--- config.mk ---
export PLATFORM = sky130hd
export DESIGN_NAME = vxd_dispatch
export DESIGN_NICKNAME = d
export VERILOG_FILES = /design/src/vxd_pkg.sv /design/src/vxd_slot_if.sv /design/src/vxd_slot_buf.sv /design/src/vxd_dispatch.sv
export SDC_FILE = /design/constraint.sdc
export NUM_CORES = 2
export LEC_CHECK = 0
export ABC_AREA = 1
export BUFFER_PORTS_ARGS = -buffer_cell sky130_fd_sc_hd__buf_2
export CORE_UTILIZATION = 45
export DETAILED_ROUTE_END_ITERATION = 16
export MAX_ROUTING_LAYER = met4
export PLACE_DENSITY_LB_ADDON = 0.15
export SYNTH_ARGS = -nofsm -noshare
export SYNTH_HDL_FRONTEND = slang
export SYNTH_SLANG_ARGS = --single-unit
--- constraint.sdc ---
create_clock -name CLK_SYS -period 44.5 [get_ports CLK_SYS]
set_clock_uncertainty 0.15 [all_clocks]
set_input_delay 8.9 -clock CLK_SYS [delete_from_list [all_inputs] [get_ports CLK_SYS]]
set_output_delay 8.9 -clock CLK_SYS [all_outputs]
set_load 0.005 [all_outputs]
--- src/vxd_pkg.sv ---
// Behaviour
// RULE_01: fetch packets are 256 bits, eight slots
// RULE_02: lsb one chains next instruction in packet
// RULE_03: lsb zero ends current execute packet
// RULE_04: at most eight instructions per packet
// RULE_05: execute packets may span two fetch packets
// RULE_06: one to eight packets per fetch packet
// RULE_07: one execute packet issued per clock
// RULE_08: next fetch waits until packet fully drained
// RULE_09: unit-select field picks target functional unit
package vxd_pkg;
  localparam int FP_W = 256;
  localparam int SLOTS = 8;
  localparam int INS_W = 32;
  localparam int UNITS = 8;
  localparam int ADDR_W = 32;
  localparam int CHAIN_BIT = 0;
  // unit-select field position inside each instruction
  localparam int USEL_LO = 1;
  localparam int USEL_W = 3;
  localparam logic [ADDR_W-1:0] FP_BYTES = 32'h0000_0020;
  localparam logic [ADDR_W-1:0] RESET_PC = 32'h0000_0000;
  localparam logic [3:0] SLOT_NONE = 4'h8;

  typedef enum logic [2:0] {
    ST_FETCH = 3'b001,
    ST_WAIT = 3'b010,
    ST_ISSUE = 3'b100
  } vxd_state_t;

  // target unit of one instruction
  function automatic logic [USEL_W-1:0] unit_of(input logic [INS_W-1:0] ins);
    return ins[USEL_LO +: USEL_W];
  endfunction
endpackage

--- src/vxd_slot_if.sv ---
`timescale 1ns/1ps
`default_nettype none
// fetch packet handed from the core to the slot buffer
interface vxd_slot_if;
  import vxd_pkg::*;
  logic load;
  logic [FP_W-1:0] data;
  logic [SLOTS-1:0][INS_W-1:0] slot;
  modport core (output load, output data, input slot);
  modport buf_side (input load, input data, output slot);
endinterface
`default_nettype wire

--- src/vxd_slot_buf.sv ---
`timescale 1ns/1ps
`default_nettype none
// holds the current fetch packet as eight registered slots
module vxd_slot_buf
  import vxd_pkg::*;
(
  // clock and reset
  input wire logic CLK_SYS,
  input wire logic RST,
  // packet port
  vxd_slot_if.buf_side sif
);
  genvar g;
  generate
    for (g = 0; g < SLOTS; g++) begin : g_slot
      logic [INS_W-1:0] slot_q;
      // one slot per instruction lane
      always_ff @(posedge CLK_SYS or posedge RST) begin
        if (RST) begin
          slot_q <= '0;
        end else if (sif.load) begin
          slot_q <= sif.data[g*INS_W +: INS_W]; // RULE_01
        end
      end
      assign sif.slot[g] = slot_q;
    end
  endgenerate
endmodule
`default_nettype wire

--- src/vxd_dispatch.sv ---
`timescale 1ns/1ps
`default_nettype none
module vxd_dispatch
  import vxd_pkg::*;
(
  // clock and reset
  input wire logic CLK_SYS,
  input wire logic RST,
  // program memory fetch path
  output logic FETCH_REQ,
  output logic [ADDR_W-1:0] FETCH_ADDR,
  input wire logic FETCH_VALID,
  input wire logic [FP_W-1:0] FETCH_DATA,
  // functional unit issue
  output logic ISSUE_VALID,
  output logic [UNITS-1:0] UNIT_VALID,
  output logic [UNITS-1:0][INS_W-1:0] UNIT_INS
);
  // ****************************************
  // state
  // ****************************************
  vxd_state_t state_q;
  vxd_state_t state_d;
  logic [3:0] pos_q;
  logic [3:0] pos_d;
  logic [ADDR_W-1:0] pc_q;
  logic [ADDR_W-1:0] pc_d;
  // partial packet carried across a fetch boundary
  logic [UNITS-1:0] carry_v_q;
  logic [UNITS-1:0] carry_v_d;
  logic [UNITS-1:0][INS_W-1:0] carry_i_q;
  logic [UNITS-1:0][INS_W-1:0] carry_i_d;
  logic [3:0] carry_n_q;
  logic [3:0] carry_n_d;
  // state strobes, decoded once; fire feeds two processes, take_fp the eight buffer slot registers
  logic in_fetch;
  logic in_issue;
  logic take_fp;
  logic fire;

  // the buffer loads only on the edge that takes a fetch packet
  vxd_slot_if sif();
  assign sif.load = take_fp;
  assign sif.data = FETCH_DATA;

  vxd_slot_buf u_buf (
    .CLK_SYS(CLK_SYS),
    .RST(RST),
    .sif(sif)
  );

  // ****************************************
  // packet scan
  // ****************************************
  logic [UNITS-1:0] pk_v;
  logic [UNITS-1:0][INS_W-1:0] pk_i;
  logic [3:0] end_pos;
  logic closed;
  logic [3:0] cnt;
  // walk chain bits from pos_q; stop at a zero or at packet end
  always_comb begin
    logic run;
    run = 1'b1;
    pk_v = carry_v_q;
    pk_i = carry_i_q;
    end_pos = SLOT_NONE;
    closed = 1'b0;
    cnt = carry_n_q;
    for (int s = 0; s < SLOTS; s++) begin
      // a set chain bit keeps the walk going into the next slot
      if (run && 4'(s) >= pos_q) begin // RULE_02
        pk_v[unit_of(sif.slot[s])] = 1'b1; // RULE_09
        pk_i[unit_of(sif.slot[s])] = sif.slot[s]; // RULE_07
        cnt = cnt + 4'h1;
        if (!sif.slot[s][CHAIN_BIT] || cnt == 4'(SLOTS)) begin
          run = 1'b0; // RULE_03 RULE_04
          closed = 1'b1;
          end_pos = 4'(s) + 4'h1;
        end
      end
    end
  end

  // ****************************************
  // state strobes
  // ****************************************
  // decoded once; fire feeds two processes, take_fp the eight buffer slot registers
  assign in_fetch = (state_q == ST_FETCH);
  assign in_issue = (state_q == ST_ISSUE);
  // data offered outside the wait state is simply ignored
  assign take_fp = (state_q == ST_WAIT) && FETCH_VALID;
  assign fire = in_issue && closed; // RULE_07

  // ****************************************
  // control
  // ****************************************
  // one process decides every move; fetch is held until the buffer drains
  always_comb begin
    state_d = state_q;
    pos_d = pos_q;
    pc_d = pc_q;
    carry_v_d = carry_v_q;
    carry_i_d = carry_i_q;
    carry_n_d = carry_n_q;
    unique case (state_q)
      ST_FETCH: begin
        state_d = ST_WAIT;
      end
      ST_WAIT: begin
        // any memory latency of one cycle or more is tolerated
        if (FETCH_VALID) begin
          state_d = ST_ISSUE;
          pos_d = '0;
          pc_d = pc_q + FP_BYTES; // RULE_01
        end
      end
      ST_ISSUE: begin
        if (closed) begin
          carry_v_d = '0; // RULE_05
          carry_n_d = '0;
          pos_d = end_pos; // RULE_06
          if (end_pos == SLOT_NONE) begin
            state_d = ST_FETCH; // RULE_08
          end
        end else begin
          // chain runs off the end: keep it for the next packet
          carry_v_d = pk_v; // RULE_05
          carry_i_d = pk_i;
          carry_n_d = cnt;
          state_d = ST_FETCH; // RULE_08
        end
      end
      default: begin
        // a broken one-hot code falls back to a fresh fetch
        state_d = ST_FETCH;
      end
    endcase
  end

  // sequencer
  always_ff @(posedge CLK_SYS or posedge RST) begin
    if (RST) begin
      state_q <= ST_FETCH;
    end else begin
      state_q <= state_d;
    end
  end

  // next slot to scan in the buffered fetch packet
  always_ff @(posedge CLK_SYS or posedge RST) begin
    if (RST) begin
      pos_q <= '0;
    end else begin
      pos_q <= pos_d;
    end
  end

  // program counter, one fetch packet per step
  always_ff @(posedge CLK_SYS or posedge RST) begin
    if (RST) begin
      pc_q <= RESET_PC;
    end else begin
      pc_q <= pc_d;
    end
  end

  // carried chain: lanes, words and count load together; a closed packet clears lanes and count only
  always_ff @(posedge CLK_SYS or posedge RST) begin
    if (RST) begin
      carry_v_q <= '0;
      carry_i_q <= '0;
      carry_n_q <= '0;
    end else begin
      carry_v_q <= carry_v_d;
      carry_i_q <= carry_i_d;
      carry_n_q <= carry_n_d;
    end
  end

  // ****************************************
  // outputs
  // ****************************************
  // request pulse; the self-clear keeps it to one cycle
  always_ff @(posedge CLK_SYS or posedge RST) begin
    if (RST) begin
      FETCH_REQ <= 1'b0;
    end else begin
      FETCH_REQ <= in_fetch && !FETCH_REQ; // RULE_08
    end
  end

  // address tracks the counter, so it moves once the data has been taken
  always_ff @(posedge CLK_SYS or posedge RST) begin
    if (RST) begin
      FETCH_ADDR <= RESET_PC;
    end else begin
      FETCH_ADDR <= pc_q; // RULE_01
    end
  end

  // issue strobe, one execute packet per clock
  always_ff @(posedge CLK_SYS or posedge RST) begin
    if (RST) begin
      ISSUE_VALID <= 1'b0;
    end else begin
      ISSUE_VALID <= fire; // RULE_07
    end
  end

  // lane valids only ride with the issue strobe
  always_ff @(posedge CLK_SYS or posedge RST) begin
    if (RST) begin
      UNIT_VALID <= '0;
    end else begin
      UNIT_VALID <= fire ? pk_v : '0; // RULE_09
    end
  end

  // idle lanes reload every clock with whatever pk_i holds, stale carried words included, which saves a clear mux per lane
  always_ff @(posedge CLK_SYS or posedge RST) begin
    if (RST) begin
      UNIT_INS <= '0;
    end else begin
      UNIT_INS <= pk_i;
    end
  end
endmodule
`default_nettype wire

==> results.json <==
{
  "worstReg2RegEnd": "carry_i_q[225]$_DFFE_PP0P_",
  "synthDistinctLibCells": 54,
  "min_period_ns": 11.83,
  "area.growth.synth_to_final_pct": 12.17,
  "slew_headroom": 0.2118,
  "layout_worst_path_cycle_share": 0.2659,
  "fmax_ghz": 0.08450,
  "critPathMaxStageDelay_ns": 0.89,
  "clockBufferDepth": 3,
  "post-synth-top-count-cell": "nand2_1",
  "num-fill-cells": 11460,
  "worst_r2r_startpoint": "pos_q[3]$_DFFE_PP0P_",
  "avgViaCountPerCell": 6.090,
  "maxSlewViolCount": 0,
  "netlist.area_leader.share": 0.4027,
  "final_nets": 7814,
  "firstDrtPassIters": 9,
  "grt_setup_unrepaired": "no",
  "fin_setup_tns_ns": 0,
  "rows": 125,
  "hold_violations": 0,
  "status": "finished, final reports clean",
  "worstHoldPathCells": 0,
  "grt_pass1_vias": 50920,
  "gp_congestion": 0.9398,
  "finalSetupViolations": 0,
  "yosys_register_bits": 851,
  "die_h_um": 344.6,
  "grt_first_pass_wirelength_mm": 345.7,
  "cp_num_cells": 5,
  "ys.flop_type": "dfrtp_1",
  "ant_nets": 0,
  "grt_max_degree": 167,
  "path_class": "in2async",
  "postSynth.asyncResetShare": 1.000,
  "hold_buffers": 0,
  "end_kind": "asynchronous set/reset pin",
  "core_area_sq_mm": 0.1162,
  "r2r_cells": 31,
  "cpMaxStageDelayCell": "buf_4",
  "regToRegSetupSlack_ns": 35.64,
  "cp.arrival_ns": 12.40,
  "worstMarginPinSlew_ns": 1.180,
  "wl_per_cell_um": 26.18,
  "htreeDepth": 3,
  "die_area_sq_mm": 0.1188,
  "synth_commonest_cells": "nand2_1 (2,778), o21ai_0 (889), dfrtp_1 (850)",
  "syn-cell-area_sq_mm": 0.05282,
  "io_pins": 557,
  "initial_core_util": 0.4545,
  "drcViolationCount": 0,
  "crit_family": "buffers and inverters",
  "crit_fanout": 157,
  "cts_tree": "yes",
  "root_buffer": "clkbuf_16",
  "hp-class": "reg2reg",
  "cts_sinks": 851,
  "holdPathEnd": "FETCH_ADDR[31]$_DFF_PP0_",
  "path_cells": "buf_2 -> inv_8 -> buf_4 -> buf_12 -> buf_4",
  "num_vias": 55790,
  "cpMostUsedCell": "buf_4",
  "synth_seq_area_share": 0.4032,
  "drt_iter0_markers": 7879,
  "worst-path-buf-inv": 5,
  "crit_path_start_kind": "input pin",
  "synth_area_leaders": "dfrtp_1 (40%), nand2_1 (20%), o21ai_0 (8.4%), mux2i_1 (6.5%), o211ai_1 (4.9%)",
  "drv_cap": 0,
  "syn_avg_cell_area_sq_um": 7.088,
  "hpwl_mm": 145.0,
  "grt.overflow.total": 0,
  "postCtsSetupBuffers": 0,
  "worstPathRequired_ns": 45.06,
  "numCtsBuffers": 99,
  "clock_latency_ns": 0.73,
  "io_buffers": 551,
  "yosysWarnings": 0,
  "min-delay-start": "pc_q[31]$_DFFE_PP0P_",
  "grt.total_usage": 0.4081,
  "die_w_um": 344.6,
  "drive_gt1_frac": 0.1287,
  "cts_resized": 0,
  "clk_pin_slew_ns": 0.06,
  "grt_antenna_before_repair": 15,
  "wl_mm": 239.8,
  "postSynthCellCount": 7452,
  "synth-edff-count": 0,
  "synth_top_area_cell": "dfrtp_1"
}
## cells in the final DEF, fill, tap and decap left out, types with 5 or more instances in the layout
cell,n
xnor2_1,9
nand2_1,2758
mux2_2,29
conb_1,5
o211ai_1,348
nor2_4,26
xor2_1,16
nor2_1,470
clkbuf_8,13
nor4_1,7
diode_2,6
inv_2,32
clkinv_4,14
nand3_1,213
nor3_1,12
inv_1,268
dfrtp_1,849
o21ai_1,11
clkbuf_16,99
o21ai_0,889
buf_4,93
inv_6,9
bufinv_16,14
a21oi_1,277
mux2i_1,342
nand2_2,37
clkbuf_1,6
nand3b_1,13
nand3_2,7
nand4_1,117
clkinvlp_4,14
ha_1,9
clkinv_2,11
buf_2,551
## stage by stage
stage / instance area (sq um) / utilization / hold WS [ns] / setup slack [ns] / instances
4_1_cts: 59240 / 0.5098 / 0.2635 / 32.57 / 9155
3_3_place_gp: 55670 / 0.4791 / 0.2363 / 31.88 / 8969
2_1_floorplan: 52840 / - / 0.2218 / 11.54 / 7456
5_1_grt: 59250 / 0.5099 / 0.2858 / 32.11 / 9161
6_report: 59250 / 0.5099 / 0.2563 / 32.67 / 9161
3_5_place_dp: 55670 / 0.4791 / 0.2486 / 31.81 / 8969
## metal layers
metal / up-vias / global-route usage / routed length, um
li1: 24640 / - / -
met1: 26070 / 0.5265 / 92020
met2: 4116 / 0.5779 / 100000
met3: 970 / 0.1029 / 31480
met4: 0 / 0.2374 / 16290
met5: - / - / 0
## final cells by class
type                       instances  area (sq um)  share of cell area
inverter                         305          1157             0.01953
antenna                            6         15.01           0.0002534
multi-input combinational       5642         27790              0.4691
tap                             1524          1907             0.03218
timing repair buffer             647          3516             0.05934
sequential                       851         21300              0.3595
clock inverter                    68         887.1             0.01497
clock buffer                     118          2679             0.04521
## logic make-up after synthesis
kind of cell	share of synthesized area
xor gates and xnor gates	0.004145
adders and majority gates	0.002132
muxes	0.07099
other	0.00007099
AOI/OAI and AO/OA	0.1643
and+or+nand+nor	0.2788
DFF	0.4032
buffers and inverters	0.07632
## flip-flops by register name, indices dropped and copies added, names as in the netlist
name                 flops
FETCH_ADDR              27
u_buf.g_slot.slot_q    256
carry_n_q                4
pc_q                    27
UNIT_INS               256
pos_q                    4
carry_i_q              256
carry_v_q                8
UNIT_VALID               8
FETCH_REQ                1
state_q                  3
ISSUE_VALID              1
## worst max path at each step
stage / endpoint / startpoint / slack [ns]
floorplan: FETCH_ADDR[10]$_DFF_PP0_ / RST / 11.54
global placement: FETCH_ADDR[23]$_DFF_PP0_ / RST / 31.88
detailed placement: FETCH_ADDR[23]$_DFF_PP0_ / RST / 31.81
CTS: UNIT_INS[200]$_DFF_PP0_ / RST / 32.57
global route: FETCH_ADDR[18]$_DFF_PP0_ / RST / 32.11
finish: u_buf.g_slot[4].slot_q[13]$_DFFE_PP0P_ / RST / 32.67
Power is left out: the tool's default activity adds up to more than one toggle a clock period on the data nets, which glitch-free logic cannot reach.
